===== config.mk =====
export PLATFORM = sky130hd
export DESIGN_NAME = smsr_receiver
export DESIGN_NICKNAME = d
export VERILOG_FILES = /design/src/smsr_pkg.sv /design/src/smsr_receiver.sv
export SDC_FILE = /design/constraint.sdc
export NUM_CORES = 1
export LEC_CHECK = 0
export BUFFER_PORTS_ARGS = -buffer_cell sky130_fd_sc_hd__clkbuf_2
export CAP_MARGIN = 30
export CORE_ASPECT_RATIO = 1.2
export CORE_UTILIZATION = 36
export CTS_BUF_LIST = sky130_fd_sc_hd__clkbuf_4 sky130_fd_sc_hd__clkbuf_8
export CTS_CLUSTER_SIZE = 14
export DETAILED_ROUTE_END_ITERATION = 10
export GPL_TIMING_DRIVEN = 0
export PLACE_DENSITY = 0.63
export SLEW_MARGIN = 30
export SYNTH_ARGS = -nofsm -noshare
export SYNTH_HDL_FRONTEND = slang
export SYNTH_SLANG_ARGS = --single-unit

===== constraint.sdc =====
create_clock -name clock -period 3.47 [get_ports clock]
set_input_delay 0.1735 -clock clock [delete_from_list [all_inputs] [get_ports clock]]
set_output_delay 0.1735 -clock clock [all_outputs]
set_load 0.03 [all_outputs]

===== src/smsr_pkg.sv =====
// Shared constants, field layout and types of the synchronous master serial receiver
package smsr_pkg;

    // Register byte offsets on the AXI4-Lite bus
    localparam int unsigned SMSR_ADDR_W    = 5;
    localparam logic [4:0]  SMSR_OFF_CTRL  = 5'h00;
    localparam logic [4:0]  SMSR_OFF_MODE  = 5'h04;
    localparam logic [4:0]  SMSR_OFF_BAUD  = 5'h08;
    localparam logic [4:0]  SMSR_OFF_RXBUF = 5'h0C;
    localparam logic [4:0]  SMSR_OFF_FLAG  = 5'h10;
    localparam logic [4:0]  SMSR_OFF_IEN   = 5'h14;

    // Field positions of the receive status and control register
    localparam int unsigned SMSR_CTRL_PORT_EN = 7;
    localparam int unsigned SMSR_CTRL_NINE_EN = 6;
    localparam int unsigned SMSR_CTRL_SINGLE  = 5;
    localparam int unsigned SMSR_CTRL_CONT    = 4;
    localparam int unsigned SMSR_CTRL_FRAMING_ERROR_BIT    = 2;
    localparam int unsigned SMSR_CTRL_OVERRUN_ERROR_BIT    = 1;
    localparam int unsigned SMSR_CTRL_NINE_RX = 0;

    // Field positions of the mode register
    localparam int unsigned SMSR_MODE_SYNC = 0;
    localparam int unsigned SMSR_MODE_CLOCK_SOURCE_MASTER = 1;

    // Field positions of the flag and interrupt enable registers
    localparam int unsigned SMSR_FLAG_RXDONE = 0;
    localparam int unsigned SMSR_FLAG_OVR    = 1;

    // Reset values
    localparam logic [7:0] SMSR_RST_BAUD = 8'h00;
    localparam logic [1:0] SMSR_RST_IEN  = 2'h0;

    // Bus responses
    localparam logic [1:0] SMSR_RESP_OKAY   = 2'h0;
    localparam logic [1:0] SMSR_RESP_SLVERR = 2'h2;

    // Index of the last bit of an 8-bit and of a 9-bit word
    localparam logic [3:0] SMSR_LAST_BIT8 = 4'h7;
    localparam logic [3:0] SMSR_LAST_BIT9 = 4'h8;

    // One received word as held in the receive buffer
    typedef struct packed {
        logic       ninth;
        logic       framing_error_bit;
        logic [7:0] data;
    } smsr_word_s;

    // Shift clock sequencer states
    typedef enum logic [1:0] {
        RX_IDLE,
        RX_CLK_HI,
        RX_CLK_LO
    } smsr_rx_e;

endpackage


===== src/smsr_receiver.sv =====
// Synchronous master serial receiver with AXI4-Lite register access
`timescale 1ns/1ps

// What this block does
// - In synchronous master mode with port enable set, reception starts when single or continuous enable is set.
// - Each data bit is sampled at the falling edge of the driven shift clock.
// - Single enable alone receives exactly one word, then clocking stops.
// - Continuous enable receives words back to back until software clears it.
// - With both enables set, continuous reception wins.
// - After the last bit the shift register moves into the buffer if room.
// - A transfer sets the receive complete flag; interrupt only when enabled.
// - Receive complete flag is read only and clears once the buffer is empty.
// - Receive buffer is a two-entry FIFO; two reads return both words.
// - Word finishing with full FIFO sets overrun and the word is lost.
// - Overrun clears only when software clears continuous enable.
// - While overrun is set no word enters the FIFO.
// - The ninth bit travels through the FIFO paired with its byte.
// - Reading the buffer updates ninth bit and framing status to the next word.
// - Ninth bit enable gives 9-bit words, otherwise 8-bit words.
// - Clearing both enables or port enable aborts and resets receive logic.
module smsr_receiver
    import smsr_pkg::*;
#(
    parameter int unsigned FIFO_DEPTH = 2
) (
    input  wire logic                   clock,
    input  wire logic                   rst,
    input  wire logic [SMSR_ADDR_W-1:0] s_axi_awaddr,
    input  wire logic                   s_axi_awvalid,
    output logic                        s_axi_awready,
    input  wire logic [31:0]            s_axi_wdata,
    input  wire logic [3:0]             s_axi_wstrb,
    input  wire logic                   s_axi_wvalid,
    output logic                        s_axi_wready,
    output logic [1:0]                  s_axi_bresp,
    output logic                        s_axi_bvalid,
    input  wire logic                   s_axi_bready,
    input  wire logic [SMSR_ADDR_W-1:0] s_axi_araddr,
    input  wire logic                   s_axi_arvalid,
    output logic                        s_axi_arready,
    output logic [31:0]                 s_axi_rdata,
    output logic [1:0]                  s_axi_rresp,
    output logic                        s_axi_rvalid,
    input  wire logic                   s_axi_rready,
    input  wire logic                   serialDataPin,
    output logic                        serialClockOut,
    output logic                        serialClockOeN,
    output logic                        irq
);

    localparam int unsigned PTR_W = (FIFO_DEPTH > 1) ? $clog2(FIFO_DEPTH) : 1;
    localparam int unsigned CNT_W = $clog2(FIFO_DEPTH + 1);
    localparam logic [CNT_W-1:0] CNT_FULL = CNT_W'(FIFO_DEPTH);
    localparam logic [PTR_W-1:0] PTR_LAST = PTR_W'(FIFO_DEPTH - 1);

    // Bus handshake state
    logic             awready_reg;
    logic             wready_reg;
    logic             bvalid_reg;
    logic [1:0]       bresp_reg;
    logic             arready_reg;
    logic             rvalid_reg;
    logic [1:0]       rresp_reg;
    logic [31:0]      rdata_reg;
    // Software controls
    logic             portEnable_reg;
    logic             ninthEnable_reg;
    logic             singleEnable_reg;
    logic             contEnable_reg;
    logic             syncMode_reg;
    logic             clockMaster_reg;
    logic [7:0]       baud_reg;
    logic [1:0]       intEnable_reg;
    logic             overrun_reg;
    logic             ovrEvent_reg;
    logic             irq_reg;
    // Link side
    logic             dataMeta_reg;
    logic             dataSync_reg;
    smsr_rx_e         rxState_reg;
    logic [7:0]       baudCnt_reg;
    logic [3:0]       bitCnt_reg;
    logic [8:0]       shift_reg;
    logic             ninthLatch_reg;
    logic             sck_reg;
    logic             sckOeN_reg;
    // Receive FIFO
    smsr_word_s       fifoMem [FIFO_DEPTH];
    logic [PTR_W-1:0] wrPtr_reg;
    logic [PTR_W-1:0] rdPtr_reg;
    logic [CNT_W-1:0] fifoCount_reg;

    logic             wrEn;
    logic             wrLow;
    logic             rdEn;
    logic             wrCtrl;
    logic             crenClearWr;
    logic             rxEnable;
    logic             halfDone;
    logic             wordDone;
    logic             fifoFull;
    logic             pushWord;
    logic             popWord;
    logic             setOvr;
    logic             rxDone;
    logic [3:0]       lastBit;
    logic [8:0]       shift_next;
    smsr_word_s       rxWord;
    smsr_word_s       headWord;
    smsr_word_s       nextHead;
    logic [7:0]       rdMux;
    logic             rdMapped;
    logic             wrMapped;

    // Bus strobes; write data only counts where its low byte lane is enabled
    assign wrEn        = awready_reg & s_axi_awvalid & wready_reg & s_axi_wvalid;
    assign wrLow       = wrEn & s_axi_wstrb[0];
    assign rdEn        = arready_reg & s_axi_arvalid;
    assign wrCtrl      = wrLow && (s_axi_awaddr == SMSR_OFF_CTRL);
    assign crenClearWr = wrCtrl && !s_axi_wdata[SMSR_CTRL_CONT];

    // Receive qualifiers
    assign rxEnable   = portEnable_reg & syncMode_reg & clockMaster_reg
                      & (singleEnable_reg | contEnable_reg);
    assign lastBit    = ninthLatch_reg ? SMSR_LAST_BIT9 : SMSR_LAST_BIT8;
    assign halfDone   = (baudCnt_reg == 8'h00);
    assign shift_next = {dataSync_reg, shift_reg[8:1]};           // LSB first
    assign wordDone   = (rxState_reg == RX_CLK_HI) && halfDone && rxEnable
                      && (bitCnt_reg == lastBit);
    assign fifoFull   = (fifoCount_reg == CNT_FULL);
    assign popWord    = rdEn && (s_axi_araddr == SMSR_OFF_RXBUF) && (fifoCount_reg != '0);
    // A pop in the same cycle frees a slot, so that case is not an overrun
    assign pushWord   = wordDone && !overrun_reg && (!fifoFull || popWord);
    assign setOvr     = wordDone && !overrun_reg && fifoFull && !popWord;
    assign rxDone     = (fifoCount_reg != '0);

    // Word assembly keeps the ninth bit beside its byte
    always_comb begin
        rxWord.framing_error_bit = 1'b0;                 // No stop bit in synchronous mode
        if (ninthLatch_reg) begin
            rxWord.ninth = shift_next[8];
            rxWord.data  = shift_next[7:0];
        end else begin
            rxWord.ninth = 1'b0;
            rxWord.data  = shift_next[8:1];
        end
    end

    assign headWord = rxDone ? fifoMem[rdPtr_reg] : '0;
    // Word behind the head; becomes the head after the next pop
    assign nextHead = fifoMem[(rdPtr_reg == PTR_LAST) ? '0 : rdPtr_reg + 1'b1];

    // Data pin synchroniser; only the second stage feeds logic
    always_ff @(posedge clock or posedge rst) begin
        if (rst) begin
            dataMeta_reg <= 1'b0;
            dataSync_reg <= 1'b0;
        end else begin
            dataMeta_reg <= serialDataPin;
            dataSync_reg <= dataMeta_reg;
        end
    end

    // Write address and data are taken together, one write outstanding
    always_ff @(posedge clock or posedge rst) begin
        if (rst) begin
            awready_reg <= 1'b0;
            wready_reg  <= 1'b0;
        end else if (!awready_reg && s_axi_awvalid && s_axi_wvalid && !bvalid_reg) begin
            awready_reg <= 1'b1;
            wready_reg  <= 1'b1;
        end else begin
            awready_reg <= 1'b0;
            wready_reg  <= 1'b0;
        end
    end

    // Write response; unmapped offsets answer with a slave error
    always_comb begin
        unique case (s_axi_awaddr)
            SMSR_OFF_CTRL, SMSR_OFF_MODE, SMSR_OFF_BAUD,
            SMSR_OFF_RXBUF, SMSR_OFF_FLAG, SMSR_OFF_IEN: wrMapped = 1'b1;
            default:                                     wrMapped = 1'b0;
        endcase
    end

    always_ff @(posedge clock or posedge rst) begin
        if (rst) begin
            bvalid_reg <= 1'b0;
            bresp_reg  <= SMSR_RESP_OKAY;
        end else if (wrEn) begin
            bvalid_reg <= 1'b1;
            bresp_reg  <= wrMapped ? SMSR_RESP_OKAY : SMSR_RESP_SLVERR;
        end else if (s_axi_bready) begin
            bvalid_reg <= 1'b0;
        end
    end

    // Read data mux; the buffer offset pops the FIFO head
    always_comb begin
        rdMux    = 8'h00;
        rdMapped = 1'b1;
        unique case (s_axi_araddr)
            SMSR_OFF_CTRL: begin
                rdMux[SMSR_CTRL_PORT_EN] = portEnable_reg;
                rdMux[SMSR_CTRL_NINE_EN] = ninthEnable_reg;
                rdMux[SMSR_CTRL_SINGLE]  = singleEnable_reg;
                rdMux[SMSR_CTRL_CONT]    = contEnable_reg;
                rdMux[SMSR_CTRL_FRAMING_ERROR_BIT]    = headWord.framing_error_bit;
                rdMux[SMSR_CTRL_OVERRUN_ERROR_BIT]    = overrun_reg;
                rdMux[SMSR_CTRL_NINE_RX] = headWord.ninth;
            end
            SMSR_OFF_MODE: begin
                rdMux[SMSR_MODE_SYNC] = syncMode_reg;
                rdMux[SMSR_MODE_CLOCK_SOURCE_MASTER] = clockMaster_reg;
            end
            SMSR_OFF_BAUD:  rdMux = baud_reg;
            SMSR_OFF_RXBUF: rdMux = headWord.data;
            SMSR_OFF_FLAG: begin
                rdMux[SMSR_FLAG_RXDONE] = rxDone;
                rdMux[SMSR_FLAG_OVR]    = ovrEvent_reg;
            end
            SMSR_OFF_IEN:   rdMux = {6'h00, intEnable_reg};
            default:        rdMapped = 1'b0;
        endcase
    end

    // Read channel, one read outstanding
    always_ff @(posedge clock or posedge rst) begin
        if (rst) begin
            arready_reg <= 1'b0;
            rvalid_reg  <= 1'b0;
            rresp_reg   <= SMSR_RESP_OKAY;
            rdata_reg   <= 32'h00000000;
        end else begin
            arready_reg <= !arready_reg && s_axi_arvalid && !rvalid_reg;
            if (rdEn) begin
                rvalid_reg <= 1'b1;
                rresp_reg  <= rdMapped ? SMSR_RESP_OKAY : SMSR_RESP_SLVERR;
                rdata_reg  <= {24'h000000, rdMux};
            end else if (s_axi_rready) begin
                rvalid_reg <= 1'b0;
            end
        end
    end

    // Control register; hardware drops single enable after its one word
    always_ff @(posedge clock or posedge rst) begin
        if (rst) begin
            portEnable_reg   <= 1'b0;
            ninthEnable_reg  <= 1'b0;
            singleEnable_reg <= 1'b0;
            contEnable_reg   <= 1'b0;
        end else if (wrCtrl) begin
            portEnable_reg   <= s_axi_wdata[SMSR_CTRL_PORT_EN];
            ninthEnable_reg  <= s_axi_wdata[SMSR_CTRL_NINE_EN];
            singleEnable_reg <= s_axi_wdata[SMSR_CTRL_SINGLE];
            contEnable_reg   <= s_axi_wdata[SMSR_CTRL_CONT];
        end else if (wordDone && !contEnable_reg) begin
            singleEnable_reg <= 1'b0;
        end
    end

    // Mode, baud and interrupt enable registers
    always_ff @(posedge clock or posedge rst) begin
        if (rst) begin
            syncMode_reg    <= 1'b0;
            clockMaster_reg <= 1'b0;
            baud_reg        <= SMSR_RST_BAUD;
            intEnable_reg   <= SMSR_RST_IEN;
        end else if (wrLow) begin
            if (s_axi_awaddr == SMSR_OFF_MODE) begin
                syncMode_reg    <= s_axi_wdata[SMSR_MODE_SYNC];
                clockMaster_reg <= s_axi_wdata[SMSR_MODE_CLOCK_SOURCE_MASTER];
            end
            if (s_axi_awaddr == SMSR_OFF_BAUD) begin
                baud_reg <= s_axi_wdata[7:0];
            end
            if (s_axi_awaddr == SMSR_OFF_IEN) begin
                intEnable_reg <= s_axi_wdata[1:0];
            end
        end
    end

    // Overrun latch; set wins over the clearing write in the same cycle
    always_ff @(posedge clock or posedge rst) begin
        if (rst) begin
            overrun_reg <= 1'b0;
        end else if (setOvr) begin
            overrun_reg <= 1'b1;
        end else if (crenClearWr) begin
            overrun_reg <= 1'b0;
        end
    end

    // Sticky overrun event, write one to clear, set wins
    always_ff @(posedge clock or posedge rst) begin
        if (rst) begin
            ovrEvent_reg <= 1'b0;
        end else if (setOvr) begin
            ovrEvent_reg <= 1'b1;
        end else if (wrLow && (s_axi_awaddr == SMSR_OFF_FLAG)
                     && s_axi_wdata[SMSR_FLAG_OVR]) begin
            ovrEvent_reg <= 1'b0;
        end
    end

    // Level interrupt, one cycle behind the flags it gates
    always_ff @(posedge clock or posedge rst) begin
        if (rst) begin
            irq_reg <= 1'b0;
        end else begin
            irq_reg <= |({ovrEvent_reg, rxDone} & intEnable_reg);
        end
    end

    // Shift clock sequencer: high half, falling edge samples, low half
    always_ff @(posedge clock or posedge rst) begin
        if (rst) begin
            rxState_reg    <= RX_IDLE;
            baudCnt_reg    <= 8'h00;
            bitCnt_reg     <= 4'h0;
            shift_reg      <= 9'h000;
            ninthLatch_reg <= 1'b0;
            sck_reg        <= 1'b0;
            sckOeN_reg     <= 1'b1;
        end else if (!rxEnable) begin
            rxState_reg <= RX_IDLE;
            bitCnt_reg  <= 4'h0;
            sck_reg     <= 1'b0;
            sckOeN_reg  <= 1'b1;
        end else begin
            unique case (rxState_reg)
                RX_IDLE: begin
                    rxState_reg    <= RX_CLK_HI;
                    baudCnt_reg    <= baud_reg;
                    bitCnt_reg     <= 4'h0;
                    ninthLatch_reg <= ninthEnable_reg;
                    sck_reg        <= 1'b1;
                    sckOeN_reg     <= 1'b0;
                end
                RX_CLK_HI: begin
                    if (halfDone) begin
                        rxState_reg <= RX_CLK_LO;
                        baudCnt_reg <= baud_reg;
                        shift_reg   <= shift_next;
                        bitCnt_reg  <= bitCnt_reg + 4'h1;
                        sck_reg     <= 1'b0;
                    end else begin
                        baudCnt_reg <= baudCnt_reg - 8'h01;
                    end
                end
                RX_CLK_LO: begin
                    if (!halfDone) begin
                        baudCnt_reg <= baudCnt_reg - 8'h01;
                    end else begin
                        rxState_reg <= RX_CLK_HI;
                        baudCnt_reg <= baud_reg;
                        sck_reg     <= 1'b1;
                        if (bitCnt_reg > lastBit) begin
                            bitCnt_reg     <= 4'h0;
                            ninthLatch_reg <= ninthEnable_reg;
                        end
                    end
                end
            endcase
        end
    end

    // FIFO storage; data is not reset, only the pointers are
    always_ff @(posedge clock) begin
        if (pushWord) begin
            fifoMem[wrPtr_reg] <= rxWord;
        end
    end

    // FIFO pointers and occupancy
    always_ff @(posedge clock or posedge rst) begin
        if (rst) begin
            wrPtr_reg     <= '0;
            rdPtr_reg     <= '0;
            fifoCount_reg <= '0;
        end else begin
            if (pushWord) begin
                wrPtr_reg <= (wrPtr_reg == PTR_LAST) ? '0 : wrPtr_reg + 1'b1;
            end
            if (popWord) begin
                rdPtr_reg <= (rdPtr_reg == PTR_LAST) ? '0 : rdPtr_reg + 1'b1;
            end
            if (pushWord && !popWord) begin
                fifoCount_reg <= fifoCount_reg + 1'b1;
            end else if (popWord && !pushWord) begin
                fifoCount_reg <= fifoCount_reg - 1'b1;
            end
        end
    end

    assign s_axi_awready  = awready_reg;
    assign s_axi_wready   = wready_reg;
    assign s_axi_bvalid   = bvalid_reg;
    assign s_axi_bresp    = bresp_reg;
    assign s_axi_arready  = arready_reg;
    assign s_axi_rvalid   = rvalid_reg;
    assign s_axi_rresp    = rresp_reg;
    assign s_axi_rdata    = rdata_reg;
    assign serialClockOut = sck_reg;
    assign serialClockOeN = sckOeN_reg;
    assign irq            = irq_reg;
endmodule


# Yosys cells after proc, flatten, opt, wreduce, memory -nomap -nowiden

Memory sizes are Yosys's and may differ from the RTL's.
Cells that the tools add are included.

Magnitude comparators: 1
Equal/unequal tests: 20
$add $sub $neg: 6
Reduce and logical (&&, ||, !) cells: 55
Bitwise logic cells: 10
Mux-type cells: 49

Operator list:

| cell                                                                  | number |
|---|---|
| 1-bit two-way mux                                                     | 25 |
| 4-bit one-hot mux with 3 select lines                                 | 2 |
| 1-bit logical AND                                                     | 21 |
| 5-bit by 4-bit equality test with 1-bit output, second input constant | 4 |
| 5-bit equality test, second input constant                            | 4 |
| 4-bit two-way mux                                                     | 5 |
| 8-bit two-way mux                                                     | 2 |
| 8-bit one-hot mux with 2 select lines                                 | 1 |
| 2-bit nonzero test                                                    | 8 |
| 2-bit two-way mux                                                     | 7 |
| 2-bit one-hot mux with 6 select lines                                 | 1 |
| 6-bit OR reduction                                                    | 2 |
| 5-bit by 3-bit equality test with 1-bit output, second input constant | 2 |
| 1-bit zero test                                                       | 10 |
| 5-bit zero test                                                       | 2 |
| 10-bit two-way mux                                                    | 1 |
| 3-bit inequality test, second input constant                          | 3 |
| 1-bit bitwise AND                                                     | 8 |
| 8-bit zero test                                                       | 1 |
| 2-bit AND reduction                                                   | 4 |
| 8-bit by 1-bit subtractor with 8-bit output, second input constant    | 1 |
| 1-bit one-hot mux with 3 select lines                                 | 2 |
| 2-bit one-hot mux with 3 select lines                                 | 1 |
| 3-bit AND reduction                                                   | 2 |
| other kinds (17)                                                      | 22 |

Bits in registers: 67
Memories kept: 1
Output and inout port bits: 44
Memory bits (writable): 18

Memory list:

| name    | words | width | read ports | clocked after memory_dff | wr ports | RTL line            | text |
|---|---|---|---|---|---|---|---|
| fifoMem | 2     | 9     | 1          | 0                        | 1        | smsr_receiver.sv:88 | `smsr_word_s fifoMem [FIFO_DEPTH];` |

# Logic depth before layout (Yosys ltp)

Depth in word-level cells: 11
Depth in mapped cells: 10
Depth with buffers taken out: 10

# Worst setup path after synthesis

No wires, ideal clock.

Path type: reg-to-reg
Start: register ninthLatch_reg
End: memory fifoMem[0][0] in the netlist's numbering, enable pin
Library setup time: 399 ps
Buffers on the path: 1
Arrival: 2420 ps
Stages on the path, launching flop included: 7
Path slack: 651 ps
Cell sequence: dfrtp_1 > clkbuf_1 > inv_1 > ha_1 > and4_2 > nand2b_4 > nor4_1

Word-level cells in the longest chain between the ends: 7

RTL lines:

| element                                 | RTL line             | text |
|---|---|---|
| from (decl)                             | smsr_receiver.sv:84  | `logic ninthLatch_reg;` |
| from (signal assigned)                  | smsr_receiver.sv:338 | `ninthLatch_reg <= ninthEnable_reg;` |
| from (signal assigned)                  | smsr_receiver.sv:362 | `ninthLatch_reg <= ninthEnable_reg;` |
| 4-bit two-way mux                       | smsr_receiver.sv:125 | `assign lastBit = ninthLatch_reg ? SMSR_LAST_BIT9 : SMSR_LAST_BIT8;` |
| 4-bit equality test                     | smsr_receiver.sv:129 | `&& (bitCnt_reg == lastBit);` |
| 1-bit logical AND                       | smsr_receiver.sv:129 |  |
| 1-bit logical AND (2 in series)         | smsr_receiver.sv:133 | `assign pushWord = wordDone && !overrun_reg && (!fifoFull \|\| popWord);` |
| 1-bit two-way mux                       | smsr_receiver.sv:372 | `if (pushWord) begin` |
| 1-bit two-way mux (implied by the code) | smsr_receiver.sv:373 | `fifoMem[wrPtr_reg] <= rxWord;` |
| to (decl)                               | smsr_receiver.sv:88  |  |

Every way passes these cells.

# Worst setup path in the final report

Start: register ninthLatch_reg
End: memory fifoMem[1][0] in the netlist's numbering, enable pin

The elaborated chain is that of the path after synthesis.

==> impl_metrics.env <==
export IMPL_crit_chain="clkbuf_1 -> inv_1 -> ha_1 -> and4_2 -> nand2b_4 -> nor3_4 -> and2_1"
export IMPL_max_freq_mhz=362
export IMPL_antenna_left=0
export IMPL_worstPathRequired_ns=3.47
export IMPL_grt_pass1_vias=2923
export IMPL_cpPeakStageDelay_ns=0.45
export IMPL_io_buffers=44
export IMPL_top_register="fifoMem"
export IMPL_rsz0062_at_grt="no"
export IMPL_synth_seq_cells=81
export IMPL_layoutNonFillerInstCount=605
export IMPL_r2r_end="fifoMem[1][0]"
export IMPL_vdd_drop_max_uv=150
export IMPL_crit_family="simple AND/OR/NAND/NOR gates"
export IMPL_status="complete, no violations"
export IMPL_final_max_slew_violation_count=0
export IMPL_antenna_found_initial=0
export IMPL_path_max_fanout=10
export IMPL_ys_seq_area_share_pct=51.0
export IMPL_min_to="baud_reg[2]"
export IMPL_final_cell_mix="62 x dfrtp_1, 44 x clkbuf_2, 35 x mux2_2"
export IMPL_relSlewSlack_pct=47.4
export IMPL_grt_start_max_net_pins=50
export IMPL_period_share_pct=79.7
export IMPL_synthCells=360
export IMPL_finalNetCount=511
export IMPL_dieArea_um2=12000
export IMPL_use_met3_pct=2.56
export IMPL_start_kind="register"
export IMPL_synthArstFlopShare_pct=77.8
export IMPL_final_common_cell="dfrtp_1"
export IMPL_core_um2=11100
export IMPL_num_vias=2943
export IMPL_drive_gt1_share_pct=31.5
export IMPL_drtPass1Iterations=4
export IMPL_via_per_inst=4.86
export IMPL_clkTransAtPathRegs_ns=0.08
export IMPL_rows=42
export IMPL_synth_ff_type="dfrtp_1"
export IMPL_cts_num_sinks=81
export IMPL_cts_buffer_depth=2
export IMPL_die_width_um=100
export IMPL_crit_buf_inv=2
export IMPL_synth_edff_count=18
export IMPL_clock_skew_ns=0.00733
export IMPL_grt_use_met1_pct=18.9
export IMPL_holdWs_ns=0.0441
export IMPL_cap_violations=0
export IMPL_drt_iter0_drc=133
export IMPL_hp_class="primary input to register"
export IMPL_dp_cells=585
export IMPL_syn_area_per_cell_um2=11.5
export IMPL_cts_buffers=9
export IMPL_power_density_nw_per_um2=379
export IMPL_clkLatencyLatePin_ns=0.36
export IMPL_drc=0
export IMPL_setup_viol=0
export IMPL_grt_overflow=0
export IMPL_gp_congestion=0.822
export IMPL_initial_core_util_pct=37.3
export IMPL_period_minus_slack_ns=2.76
export IMPL_end_kind="register"
export IMPL_arrival_ns=2.77
export IMPL_grt_util_met2_pct=26.5
export IMPL_antenna_cells=0
export IMPL_die_h_um=120
export IMPL_synth_distinct_cells=57
export IMPL_grt_usage_pct=15.6
export IMPL_htree_levels=3
export IMPL_wirelength_um=8560
export IMPL_wl_per_cell_um=14.2
export IMPL_hold_depth=2
export IMPL_tightest_slew_ns=0.781
export IMPL_r2r_start="ninthLatch_reg"
export IMPL_largest_register_ffs=18
export IMPL_ys_warn_count=0
export IMPL_clockRootBuffer="clkbuf_8"
export IMPL_p_leak_uw=0.00230
export IMPL_grt_busiest_layer="met2"
export IMPL_rrSetupSlack_ns=0.71
export IMPL_worstSetupPathType="register to register"
export IMPL_areaGrowthSynthToFinish_pct=18.2
export IMPL_hold_violations=0
export IMPL_worst_r2r_path_depth=7
export IMPL_hpwlAfterDp_um=6440
export IMPL_post_dp_cell_area_um2=4700
export IMPL_cts_tree="built"
export IMPL_final_area_um2=4910
export IMPL_slowest_stage="and2_1"
export IMPL_hp_start="s_axi_wdata[2]"
export IMPL_final_setup_tns_ns=0
export IMPL_ctsResizeCount=0
export IMPL_grt_pass1_wl_um=14300
export IMPL_syn_area_um2=4160
export IMPL_ioPinCount=98
## final cells by class
cell class / count / area (um2)
inverters: 16 / 62.6
fillers: 1104 / 6230
flip-flops and latches: 81 / 2120
multi-input cells: 253 / 1840
clock buffers: 10 / 131
well taps: 154 / 193
repair buffers: 50 / 293
plain buffers: 35 / 236
clock inverters: 6 / 35.0
## metal layers
layer	vias up	wire (um)
met5	-	0
met4	0	218
met3	16	340
met2	77	4330
met1	1418	3670
li1	1432	-
## where the power goes
group	switching [uW]	internal, uW
logic	152	94.2
clock network	341	263
registers	18.6	993
## stage by stage
stage / setup WS (ns) / utilization, % / total power (uW)
2_1_floorplan: 0.651 / - / 1210
4_1_cts: 0.670 / 44.1 / 1880
6_report: 0.706 / 44.1 / 1860
3_3_place_gp: 0.0149 / 41.8 / 1270
5_1_grt: 0.474 / 44.1 / 1950
3_5_place_dp: 0.695 / 42.2 / 1270
## worst max path at each step
stage / startpoint / end / slack, ns / depth (start not counted)
after CTS: ninthLatch_reg / fifoMem[1][1] / 0.67 / 7
after detailed placement: ninthLatch_reg / fifoMem[1][1] / 0.70 / 7
after floorplan: ninthLatch_reg / fifoMem[0][0] / 0.65 / 6
after global placement: ninthLatch_reg / fifoMem[0][2] / 0.01 / 6
after global routing: ninthLatch_reg / fifoMem[0][3] / 0.47 / 7
final: ninthLatch_reg / fifoMem[1][0] / 0.71 / 7
## Yosys cell counts, types with 2 or more instances
library cell	n	share of area [%]
nor2_1	19	1.7
nand2_1	24	2.2
o21ai_0	21	2.5
o31ai_1	2	0.36
clkbuf_1	5	0.45
inv_1	16	1.4
nor3b_1	2	0.36
a22o_1	7	1.5
mux2i_1	14	3.4
nor2b_1	3	0.45
dfrtp_1	62	37
nor3_1	4	0.48
a21oi_1	17	2.0
mux2_2	35	9.5
a211oi_1	2	0.36
o2111a_1	2	0.54
ha_1	11	3.3
xor2_1	3	0.63
and2_1	2	0.30
or4b_1	2	0.48
nor4_1	2	0.30
xnor2_1	2	0.42
o22a_1	2	0.42
buf_4	27	4.9
edfxtp_1	18	13
nand3_1	13	1.6
buf_2	3	0.36
o22ai_1	4	0.60
nand4_1	5	0.75
o211ai_1	3	0.54
or3_1	2	0.30
## cells by family after synthesis
group                    share of synthesized area, %
XOR/XNOR                                         1.05
adder cells (fa/ha/maj)                          3.31
AO/OA/AOI/OAI                                    11.9
other                                          0.0902
flip-flops                                       51.0
multiplexers                                     12.9
buffers and inverters                            7.14
AND/OR/NAND/NOR                                  12.6
## repair_timing
item | CTS | global route
hold buffers | 4 | 0
hold endpoints to repair | 17 | 0
setup buffers | 0 | 0
## worst reg2reg max path, stage by stage, from the launching register on
cell	delay (ns)
dfrtp_1	0.43
clkbuf_1	0.39
inv_1	0.15
ha_1	0.40
and4_2	0.33
nand2b_4	0.10
nor3_4	0.17
and2_1	0.45
No activity file was read; power rests on OpenSTA's default activity.
